$ cat src/design/nvmac_cfg.svh
// Offsets, field positions, reset values and timing figures of the nvm access controller
`ifndef NVMAC_CFG_SVH
`define NVMAC_CFG_SVH
`define NVMAC_OFF_SCRATCH0   6'h14
`define NVMAC_OFF_SCRATCH1   6'h15
`define NVMAC_OFF_SCRATCH2   6'h16
`define NVMAC_OFF_CONTROL    6'h1c
`define NVMAC_OFF_DATA       6'h1d
`define NVMAC_OFF_ADDR_LOW   6'h1e
`define NVMAC_BIT_READ       0
`define NVMAC_BIT_PROG       1
`define NVMAC_BIT_ARM        2
`define NVMAC_BIT_RIE        3
`define NVMAC_BIT_MODE_LO    4
`define NVMAC_BIT_MODE_HI    5
`define NVMAC_RST_BYTE       8'h00
`define NVMAC_CLK_KHZ        50000
`define NVMAC_T_ATOMIC_US    3400
`define NVMAC_T_SPLIT_US     1800
`define NVMAC_ARM_CYCLES     4
`define NVMAC_PROG_HALT      2
`define NVMAC_READ_HALT      4
`define NVMAC_ATOMIC_CYC     ((`NVMAC_T_ATOMIC_US * `NVMAC_CLK_KHZ) / 1000)
`define NVMAC_SPLIT_CYC      ((`NVMAC_T_SPLIT_US * `NVMAC_CLK_KHZ) / 1000)
`endif

$ cat src/design/nvmac_pkg.sv
// Types of the nvm access controller
package nvmac_pkg;
    typedef enum logic [1:0] {
        NVMAC_MODE_ATOMIC,
        NVMAC_MODE_ERASE,
        NVMAC_MODE_WRITE,
        NVMAC_MODE_RSVD
    } nvmac_mode_t;
    typedef enum logic [1:0] {
        NVMAC_IDLE,
        NVMAC_BUSY
    } nvmac_state_t;
endpackage

$ cat src/design/nvmac_top.sv
// Nonvolatile byte store access controller: I/O registers, arm interlock, timing, stalls
`timescale 1ns/100ps
`include "nvmac_cfg.svh"

// How it works
// - Eight-bit address picks one of 256 bytes, linearly from zero.
// - Data register feeds programming and receives read bytes.
// - Control bits 7 and 6 are read-only zero.
// - Mode 00 atomic 3.4 ms, 01 erase 1.8 ms, 10 write 1.8 ms, 11 reserved.
// - Mode field writes ignored while program strobe is set.
// - Reset clears mode to 00 unless programming is in progress.
// - Ready interrupt raised when enabled, global enable set, and memory ready.
// - Programming starts only if strobe written within four cycles of arming.
// - Arm bit clears itself four cycles after being set.
// - Strobe write with arm clear does nothing and strobe stays clear.
// - Programming start halts the CPU for two cycles.
// - Program strobe stays set while busy, clears when time elapses.
// - Busy programming blocks flash, fuse and lock self-programming.
// - Read strobe loads the addressed byte into data register at once.
// - A read halts the CPU for four cycles, or two if a start is written with it.
// - While programming, reads refused and address register frozen.
// - Three eight-bit scratch registers, reset zero, at 0x14, 0x15 and a third.
// - Programming runs to completion even through reset.
module nvmac_top #(
    parameter int ATOMIC_CYC = `NVMAC_ATOMIC_CYC,
    parameter int SPLIT_CYC  = `NVMAC_SPLIT_CYC,
    parameter int DEPTH      = 256
) (
    // Clock and reset
    input  wire logic        clock,
    input  wire logic        rst_n,
    // I/O register port from the CPU core
    input  wire logic [5:0]  io_addr,
    input  wire logic        io_wr,
    input  wire logic        io_rd,
    input  wire logic [7:0]  io_wdata,
    output logic [7:0]       io_rdata,
    input  wire logic        global_irq_enable,
    // To the CPU core and other programmers
    output logic             cpu_halt,
    output logic             ready_irq,
    output logic             self_prog_block,
    // Storage array port
    output logic             arr_erase,
    output logic             arr_write,
    output logic [7:0]       arr_addr,
    output logic [7:0]       arr_wdata,
    input  wire logic [7:0]  arr_rdata
);
    // --------------------------------------------------------------
    // Elaboration checks
    // --------------------------------------------------------------
    // The timer is 24 bits wide; longer programming times need a wider counter
    if (DEPTH != 256) begin : g_bad_depth
        $error("nvmac_top: only a depth of 256 bytes is served");
    end
    if (ATOMIC_CYC < 1 || ATOMIC_CYC >= (1 << 24)) begin : g_bad_atomic
        $error("nvmac_top: atomic cycle count out of range");
    end
    if (SPLIT_CYC < 1 || SPLIT_CYC >= (1 << 24)) begin : g_bad_split
        $error("nvmac_top: split cycle count out of range");
    end

    localparam logic [23:0] ATOMIC_C = ATOMIC_CYC[23:0];
    localparam logic [23:0] SPLIT_C  = SPLIT_CYC[23:0];
    localparam logic [2:0]  ARM_C    = 3'(`NVMAC_ARM_CYCLES);
    localparam logic [2:0]  PHALT_C  = 3'(`NVMAC_PROG_HALT);
    localparam logic [2:0]  RHALT_C  = 3'(`NVMAC_READ_HALT);

    // --------------------------------------------------------------
    // Decode
    // --------------------------------------------------------------
    // Writes decode the full six-bit offset; all other offsets are ignored
    logic wr_ctl, wr_dat, wr_adr, wr_s0, wr_s1, wr_s2;
    assign wr_ctl = io_wr && io_addr == `NVMAC_OFF_CONTROL;
    assign wr_dat = io_wr && io_addr == `NVMAC_OFF_DATA;
    assign wr_adr = io_wr && io_addr == `NVMAC_OFF_ADDR_LOW;
    assign wr_s0  = io_wr && io_addr == `NVMAC_OFF_SCRATCH0;
    assign wr_s1  = io_wr && io_addr == `NVMAC_OFF_SCRATCH1;
    assign wr_s2  = io_wr && io_addr == `NVMAC_OFF_SCRATCH2;

    // --------------------------------------------------------------
    // Programming engine (survives reset)
    // --------------------------------------------------------------
    // Busy state, its timer, mode and the latched operands are not reset while
    // busy so that an operation started before reset finishes cleanly.
    nvmac_pkg::nvmac_state_t state_q, state_d;
    nvmac_pkg::nvmac_mode_t  mode_q, mode_d;
    logic [23:0]             timer_q, timer_d;
    logic                    erase_q, erase_d, write_q, write_d;
    logic [7:0]              paddr_q, paddr_d, pdata_q, pdata_d;
    logic                    busy;
    logic                    start;
    logic                    arm_q, arm_d;
    logic [2:0]              arm_cnt_q, arm_cnt_d;
    logic [7:0]              addr_q, addr_d, data_q, data_d;
    logic                    blk_q;

    assign busy  = state_q == nvmac_pkg::NVMAC_BUSY;
    // Mode 11 is reserved: nothing starts, strobe stays clear
    assign start = wr_ctl && io_wdata[`NVMAC_BIT_PROG] && arm_q && !busy
                   && mode_q != nvmac_pkg::NVMAC_MODE_RSVD;

    always_comb begin
        state_d = state_q;
        mode_d  = mode_q;
        timer_d = timer_q;
        erase_d = 1'b0;
        write_d = 1'b0;
        paddr_d = paddr_q;
        pdata_d = pdata_q;
        if (wr_ctl && !busy) begin
            mode_d = nvmac_pkg::nvmac_mode_t'(io_wdata[`NVMAC_BIT_MODE_HI:`NVMAC_BIT_MODE_LO]);
        end
        case (state_q)
            nvmac_pkg::NVMAC_IDLE: begin
                if (start) begin
                    state_d = nvmac_pkg::NVMAC_BUSY;
                    timer_d = (mode_q == nvmac_pkg::NVMAC_MODE_ATOMIC) ? ATOMIC_C : SPLIT_C;
                    erase_d = mode_q != nvmac_pkg::NVMAC_MODE_WRITE;
                    write_d = mode_q != nvmac_pkg::NVMAC_MODE_ERASE;
                    paddr_d = addr_q;
                    pdata_d = data_q;
                end
            end
            nvmac_pkg::NVMAC_BUSY: begin
                // Ending at one makes a load of N give exactly N busy cycles
                if (timer_q <= 24'h000001) begin
                    state_d = nvmac_pkg::NVMAC_IDLE;
                    timer_d = 24'h000000;
                end else begin
                    timer_d = timer_q - 24'h000001;
                end
            end
            default: state_d = nvmac_pkg::NVMAC_IDLE;
        endcase
    end

    // --------------------------------------------------------------
    // Reset survivors
    // --------------------------------------------------------------
    // Array strobes and the block flag ignore reset too: a reset in the cycle
    // after a start must not swallow the erase or write pulse, and other
    // programmers stay locked out until the timer runs out.
    always_ff @(posedge clock) begin
        erase_q <= erase_d;
        write_q <= write_d;
        blk_q   <= state_d == nvmac_pkg::NVMAC_BUSY;
    end

    // Not reset at all: keeps an operation running through reset
    always_ff @(posedge clock) begin
        state_q <= state_d;
        timer_q <= timer_d;
        paddr_q <= paddr_d;
        pdata_q <= pdata_d;
    end

    // Mode clears on reset only when idle; applied synchronously while held,
    // because the busy test is no constant that an async branch could load
    always_ff @(posedge clock) begin
        if (!rst_n && !busy) begin
            mode_q <= nvmac_pkg::NVMAC_MODE_ATOMIC;
        end else begin
            mode_q <= mode_d;
        end
    end

    // --------------------------------------------------------------
    // Arm interlock, address, data, scratch, halt
    // --------------------------------------------------------------
    logic [7:0] s0_q, s0_d, s1_q, s1_d, s2_q, s2_d;
    logic       rie_q, rie_d;
    logic [2:0] halt_q, halt_d;
    logic       rd_go;

    // The array is tied up while programming, so reads are refused then
    assign rd_go = wr_ctl && io_wdata[`NVMAC_BIT_READ] && !busy;

    always_comb begin
        arm_d     = arm_q;
        arm_cnt_d = arm_cnt_q;
        addr_d    = addr_q;
        data_d    = data_q;
        s0_d      = wr_s0 ? io_wdata : s0_q;
        s1_d      = wr_s1 ? io_wdata : s1_q;
        s2_d      = wr_s2 ? io_wdata : s2_q;
        rie_d     = wr_ctl ? io_wdata[`NVMAC_BIT_RIE] : rie_q;
        // Stall counts down to zero; the core waits while it is non-zero
        halt_d    = (halt_q != 3'h0) ? halt_q - 3'h1 : 3'h0;
        // Re-arming while armed does not stretch the four-cycle window
        if (arm_q) begin
            if (arm_cnt_q >= ARM_C - 3'h1) begin
                arm_d     = 1'b0;
                arm_cnt_d = 3'h0;
            end else begin
                arm_cnt_d = arm_cnt_q + 3'h1;
            end
        end else if (wr_ctl && io_wdata[`NVMAC_BIT_ARM]) begin
            arm_d     = 1'b1;
            arm_cnt_d = 3'h0;
        end
        if (wr_adr && !busy) begin
            addr_d = io_wdata;
        end
        if (wr_dat) begin
            data_d = io_wdata;
        end
        if (rd_go) begin
            data_d = arr_rdata;
            halt_d = RHALT_C;
        end
        // A start written together with a read strobe takes the program stall
        if (start) begin
            halt_d = PHALT_C;
        end
    end

    always_ff @(posedge clock or negedge rst_n) begin
        if (!rst_n) begin
            arm_q     <= 1'b0;
            arm_cnt_q <= 3'h0;
            addr_q    <= `NVMAC_RST_BYTE;
            data_q    <= `NVMAC_RST_BYTE;
            s0_q      <= `NVMAC_RST_BYTE;
            s1_q      <= `NVMAC_RST_BYTE;
            s2_q      <= `NVMAC_RST_BYTE;
            rie_q     <= 1'b0;
            halt_q    <= 3'h0;
        end else begin
            arm_q     <= arm_d;
            arm_cnt_q <= arm_cnt_d;
            addr_q    <= addr_d;
            data_q    <= data_d;
            s0_q      <= s0_d;
            s1_q      <= s1_d;
            s2_q      <= s2_d;
            rie_q     <= rie_d;
            halt_q    <= halt_d;
        end
    end

    // --------------------------------------------------------------
    // Outputs
    // --------------------------------------------------------------
    logic [7:0] rdata_d;
    logic       halt_o_d, irq_d;

    always_comb begin
        // Unread cycles return zero so the core may OR several read buses
        case (io_addr)
            `NVMAC_OFF_CONTROL: rdata_d = {2'b00, mode_q, rie_q, arm_q, busy, 1'b0};
            `NVMAC_OFF_DATA:     rdata_d = data_q;
            `NVMAC_OFF_ADDR_LOW: rdata_d = addr_q;
            `NVMAC_OFF_SCRATCH0: rdata_d = s0_q;
            `NVMAC_OFF_SCRATCH1: rdata_d = s1_q;
            `NVMAC_OFF_SCRATCH2: rdata_d = s2_q;
            default:             rdata_d = 8'h00;
        endcase
        if (!io_rd) begin
            rdata_d = 8'h00;
        end
        halt_o_d = halt_d != 3'h0;
        // Next-state values, so the request drops in the cycle the block flag rises
        irq_d    = rie_d && global_irq_enable && (state_d == nvmac_pkg::NVMAC_IDLE);
    end

    // --------------------------------------------------------------
    // Output registers
    // --------------------------------------------------------------
    logic [7:0] rdata_q;
    logic       halt_o_q, irq_q;
    always_ff @(posedge clock or negedge rst_n) begin
        if (!rst_n) begin
            rdata_q  <= 8'h00;
            halt_o_q <= 1'b0;
            irq_q    <= 1'b0;
        end else begin
            rdata_q  <= rdata_d;
            halt_o_q <= halt_o_d;
            irq_q    <= irq_d;
        end
    end

    // --------------------------------------------------------------
    // Port drive
    // --------------------------------------------------------------
    assign io_rdata        = rdata_q;
    assign cpu_halt        = halt_o_q;
    assign ready_irq       = irq_q;
    assign self_prog_block = blk_q;
    assign arr_erase       = erase_q;
    assign arr_write       = write_q;
    assign arr_addr        = paddr_q;
    assign arr_wdata       = pdata_q;
endmodule // nvmac_top

$ cat config.mk
export PLATFORM = sky130hd
export DESIGN_NAME = nvmac_top
export DESIGN_NICKNAME = d
export VERILOG_FILES = /design/src/design/nvmac_pkg.sv /design/src/design/nvmac_top.sv
export VERILOG_INCLUDE_DIRS = /design/src /design/src/design
export SDC_FILE = /design/constraint.sdc
export NUM_CORES = 1
export LEC_CHECK = 0
export ABC_CLOCK_PERIOD_IN_PS = 3350
export BUFFER_PORTS_ARGS = -buffer_cell sky130_fd_sc_hd__buf_4
export CAP_MARGIN = 20
export CORE_ASPECT_RATIO = 1.25
export CORE_MARGIN = 2
export CORE_UTILIZATION = 60
export CTS_BUF_LIST = sky130_fd_sc_hd__clkbuf_8
export CTS_CLUSTER_DIAMETER = 120
export DETAILED_ROUTE_END_ITERATION = 8
export PLACE_DENSITY = 0.83
export SETUP_SLACK_MARGIN = 0.2
export SYNTH_ARGS = -nofsm -noshare
export SYNTH_HDL_FRONTEND = slang
export SYNTH_SLANG_ARGS = --single-unit
$ cat constraint.sdc
create_clock -name clock -period 3.35 [get_ports clock]
set_clock_uncertainty 0.1 [all_clocks]
set_input_delay 1.005 -clock clock [delete_from_list [all_inputs] [get_ports clock]]
set_output_delay 1.005 -clock clock [all_outputs]
set_load 0.1 [all_outputs]
Word-level counts from Yosys, hierarchy flattened
Index checks and enable logic that the tools add are counted.
{"block": "totals", "regBits": 105}
{"block": "op_classes", "addsub": 3, "order_cmp": 2, "n_eq_ne": 12, "muxes": 21, "n_reduce_logical": 30}
{"op": "24-bit 2-to-1 mux", "count": 2}
{"op": "24-bit case mux with 2 select lines", "count": 1}
{"op": "8-bit case mux with 6 select lines", "count": 1}
{"op": "6-bit by 5-bit equality test with 1-bit output, second input constant", "count": 6}
{"op": "24-bit by 1-bit less-or-equal comparator with 1-bit output, second input constant", "count": 1}
{"op": "8-bit 2-to-1 mux", "count": 3}
{"op": "24-bit by 1-bit subtractor with 24-bit output, second input constant", "count": 1}
{"op": "1-bit logical AND", "count": 18}
{"op": "18-bit 2-to-1 mux", "count": 1}
{"op": "3-bit 2-to-1 mux", "count": 6}
{"op": "2-bit logical NOT", "count": 3}
{"op": "2-bit inequality test, second input constant", "count": 3}
{"op": "2-bit nonzero test", "count": 3}
{"op": "3-bit nonzero test", "count": 2}
{"op": "2-bit by 1-bit equality test with 1-bit output, second input constant", "count": 2}
{"op": "1-bit 2-to-1 mux", "count": 4}
{"op": "2-bit 2-to-1 mux", "count": 2}
{"op": "2-bit case mux with 2 select lines", "count": 1}
{"op": "2-bit AND reduction", "count": 2}
{"op": "3-bit by 1-bit adder with 3-bit output, second input constant", "count": 1}
{"op": "3-bit by 2-bit greater-or-equal comparator with 1-bit output, second input constant", "count": 1}
{"op": "3-bit by 1-bit subtractor with 3-bit output, second input constant", "count": 1}
{"op": "1-bit logical NOT", "count": 2}
{"op": "2-bit by 1-bit inequality test with 1-bit output, second input constant", "count": 1}

Longest topological paths before layout
{"block": "depth", "word_depth": 10, "depth_mapped": 9, "depth_no_buf": 7}

Worst setup path before layout
No wires, ideal clock.
{"block": "synth_timing", "path_type": "input port to flip-flop", "start": "input io_addr[3]", "end": "register timer_q[0], enable pin", "t_arrival_ns": 4.003, "setup_slack_ns": -1.192, "cell_stages": 5, "n_path_buf": 1, "path_cell_list": "buf_2 inv_1 nor4_1 nand2_1 o21ai_0"}
{"block": "synth_via", "elab_chain_cells": 8}
{"item": "from (decl)", "line_no": "nvmac_top.sv:33", "source": "input wire logic [5:0] io_addr,"}
{"item": "6-bit by 5-bit equality test with 1-bit output"}
{"item": "1-bit logical AND (no line)"}
{"item": "1-bit logical AND (4 in a row)", "line_no": "nvmac_top.sv:101", "source": "assign start = wr_ctl && io_wdata[`NVMAC_BIT_PROG] && arm_q && !busy"}
{"item": "2-bit inequality test (no line)"}
{"item": "2-bit AND reduction (no line)"}
{"item": "to (signal assigned)", "line_no": "nvmac_top.sv:154", "source": "timer_q <= timer_d;"}
{"item": "to (decl)", "line_no": "nvmac_top.sv:89", "source": "logic [23:0] timer_q, timer_d;"}
Every way passes these cells.
A chain may end at the register's enable or synchronous reset.

Worst setup path in the final report
{"block": "layout_timing", "start": "register timer_q[5]", "end": "register timer_q[7] (data pin)"}
{"block": "layout_via", "elab_chain_cells": 3, "word_cells_on_any_way": 4}
{"item": "24-bit by 1-bit subtractor with 24-bit output / 24-bit by 1-bit less-or-equal comparator with 1-bit output (equally long branches)", "line_no": "nvmac_top.sv:132, nvmac_top.sv:128"}
{"item": "24-bit 2-to-1 mux *", "line_no": "nvmac_top.sv:128", "source": "if (timer_q <= 24'h000001) begin"}
{"item": "24-bit case mux with 2 select lines *", "line_no": "nvmac_top.sv:115", "source": "case (state_q)"}
{"item": "via timer_d[7]", "line_no": "nvmac_top.sv:89"}
The timed path passes the listed nets; every way through them passes the cells marked *.

==> key figures <==
Pwr
  – Switch Pwr: 618 uW
  – Sequential power share: 53.1%
  – Clock share of power: 38.3%
  – Power Density: 505 nW/um^2
  – Final Power: 2.80 mW
  – Part of the power in combinational logic: about 8.5%
  – VDD IR max: around 490 uV
  – Int Power: 2.18 mW
  – LEAKAGE: 2.36 nW
  – Switching portion of total power: roughly 22%

GRT
  – Global-route wire length before repair: 17.1 mm
  – Antenna violations before repair: 0
  – Total track usage: roughly a quarter
  – Pin count of the biggest net entering global routing: 48
  – Vias in the first global route: 3467
  – GRT overflow: 0

Yosys
  – Post-Synth Adder-Cell Area: approximately 1.1%
  – Compound-Gate Fraction of Synth Area: 10.9%
  – Netlist Area Pre-Place: 4710 sq um
  – Largest family of logic cells by synthesized area: simple AND/OR/NAND/NOR gates
  – Ys flop type: dfrtp_1
  – Seq/Total Area, Yosys: 59.2%
  – Ys async rst share: 55.2%
  – Synth Warn #: 0
  – FF+latch count, synth: around 110
  – Simple-gate share of the synthesized area: 12.6%
  – Mapped Cells: around 390
  – Post-synth EDFFs: 40
  – Mux contribution to synthesized area: 10.5%
  – Post-synthesis xor/xnor area fraction: 2.79%
  – Mapped Avg Cell Area: 12.2 sq um
  – Count of cell types in the netlist: 61
  – Mapped Nets: 419

Placement
  – Gp weighted congestion: about 0.83
  – Worst slack, placed: about 340 ps
  – I/O Buffers: 55
  – Post-DP Area: approximately 5300 sq um
  – Detailed Place HPWL: 7.43 mm

Worst setup path
  – R2r startpoint: timer_q[5]
  – CP startpoint kind: register
  – CP Data Required Time: 3320 ps
  – Crit path from: timer_q[5]
  – Crit path capture type: register
  – Worst Path Max Fanout: 10
  – Crit path kind: register to register
  – Arrival @ worst endpoint: 2640 ps

Detailed routing
  – 1st-iter DRT viols: 235
  – Drt first pass iters: 8
  – Routed Antenna Nets: 0
  – Vias: 3399
  – Vias per inst: 6.20
  – DRT Wirelength: 10.6 mm
  – DRC viols: 0
  – Wirelength per Cell: 19.3 um

Floorplanning
  – IO Pins: 56
  – Chip Width: 83.3 um
  – Core Box Area: 7700 sq um
  – Num rows: 36
  – Die Y: 103 um
  – Starting Density: 61.2%
  – Die area: 8590 sq um

Timing
  – Fin crit period: between 2000 and 3000 ps
  – Fin worst setup slack: 682 ps
  – Fin Setup TNS: 0 ps
  – Part of the cycle the worst path needs: 79.6%
  – Slew Limit Headroom: 36.7%
  – Fin. Hold Viols: 0
  – FMAX: approximately 370 MHz
  – Max-slew violation count: 0
  – Worst Tran Pin Value: ~940 ps
  – RSZ-0062 raised after global routing: no
  – Final setup vio count: 0

Clock network
  – # resized after CTS: 0
  – H-tree levels: 3
  – TritonCTS Buffers: 9
  – Clock Path Buffers: 2
  – Insertion delay to the later sink of the worst-skew pair: 370 ps
  – CTS tree: built
  – Clock Tree Root: clkbuf_8
  – Clk pin slew, worst setup/hold paths: 100 ps
  – Num Clock Sinks: roughly 110
  – Postcts setup bufs: 0
  – CTS Hold Buffers Added: 0

Cells and area
  – Fin nets: approximately 480
  – Cell area after layout: ~5500 sq um
  – Layout fillers: 548
  – ANT cells: 0
  – Share of cells above drive strength 1: 27.4%
  – Post-layout util: 72.0%
  – Area grow syn2layout: 17.6%

Worst hold path
  – Worst Hold Class: input pin to asynchronous set/reset pin

Run status
  – Status: complete, no violations

Run
  – Max cap viols: 0
power groups by stage:
stage / combinational, mW / sequential (mW) / clock [mW]
3_5_place_dp: 0.241 / 1.51 / 0
4_1_cts: 0.241 / 1.49 / 1.07
6_report: 0.239 / 1.49 / 1.07
3_3_place_gp: 0.227 / 1.50 / 0
5_1_grt: 0.267 / 1.50 / 1.13
2_1_floorplan: 0.146 / 1.50 / 0
path summary, 6_finish.rpt:
kind	to	slack [ps]	depth (start not counted)
worst max-delay path	timer_q[7]	680	6
worst min-delay path	s2_q[5]	370	1
worst max register to register	timer_q[7]	680	6
worst min register to register	arr_addr[7]	380	0
max in group asynchronous	s1_q[5]	1960	2
min in group clock	arr_addr[7]	380	0
cells by family (layout without fill, tap and decap cells):
logic type	Yosys count	in the layout
AOI/OAI and AO/OA	75	75
xor gates and xnor gates	15	15
adders and majority gates	4	4
buffers and inverters	31	96
DFF	105	105
muxes	44	44
other	1	1
and+or+nand+nor	113	113
worst max-delay path, stage by stage, from the launching register on:
cell      delay [ps]
edfxtp_1         460
or4_4            610
nor4_4           320
and2b_1          210
nand2b_1         320
buf_4            250
o21ai_0          110
layout make-up:
class,count,area [sq um],area share [%]
clock buffer,9,124,2.23
clock inverter,7,159,2.87
inverter,16,60.1,1.08
multi-input combinational,252,1810,32.6
sequential,105,2790,50.4
tap,95,119,2.14
timing repair buffer,64,480,8.67
sequential cells by signal (all words and copies together), names as in the netlist, 2 cells and up:
register   flops
addr_q         8
arm_cnt_q      3
arr_addr       8
arr_wdata      8
data_q         8
halt_q         3
io_rdata       8
mode_q         2
s0_q           8
s1_q           8
s2_q           8
state_q        2
timer_q       24
routing by layer:
metal | track usage, % | wire, um | part of all wire, %
met1 | 29.7 | 4110 | 39
met2 | 46.6 | 5590 | 53
met3 | 5.12 | 543 | 5.1
met4 | 12.6 | 318 | 3.0
met5 | 0 | 0 | 0
cells in the mapped netlist (all sizes together) (5+ instances only):
| library cell | instances | area share [%] |
|---|---|---|
| dfrtp | 58 | 31 |
| nor2 | 41 | 3.3 |
| edfxtp | 40 | 25 |
| mux2 | 34 | 8.1 |
| o21ai | 25 | 2.7 |
| nand2 | 19 | 1.5 |
| inv | 16 | 1.3 |
| xnor2 | 12 | 2.2 |
| nor3 | 10 | 1.1 |
| a21oi | 9 | 0.96 |
| mux2i | 9 | 1.9 |
| nor4 | 9 | 1.6 |
| buf | 8 | 1.1 |
| a222oi | 7 | 1.5 |
| clkbuf | 7 | 0.56 |
| dfxtp | 7 | 3.0 |
| or4 | 6 | 1.1 |
| a22oi | 5 | 0.80 |
per-stage QoR:
stage	hold WS, ps	cells
finish	373	548
global route	365	548
CTS	370	548
detailed placement	368	532
global placement	351	532
floorplan	338	388
cells in the final DEF (no fill, tap or decap), drive strengths merged, types with 3 or more instances in the layout:
master  count
buf        64
dfrtp      58
nor2       41
edfxtp     40
mux2       34
o21ai      25
nand2      19
inv        17
xnor2      12
nor3       10
a21oi       9
mux2i       9
clkbuf      9
nor4        9
a222oi      7
dfxtp       7
or4         6
a22oi       5
bufinv      5
nand2b      4
nand3       4
ha          4
or2         4
a21o        3
a21boi      3
a22o        3
xor2        3
Power figures use the tool's default switching activity.
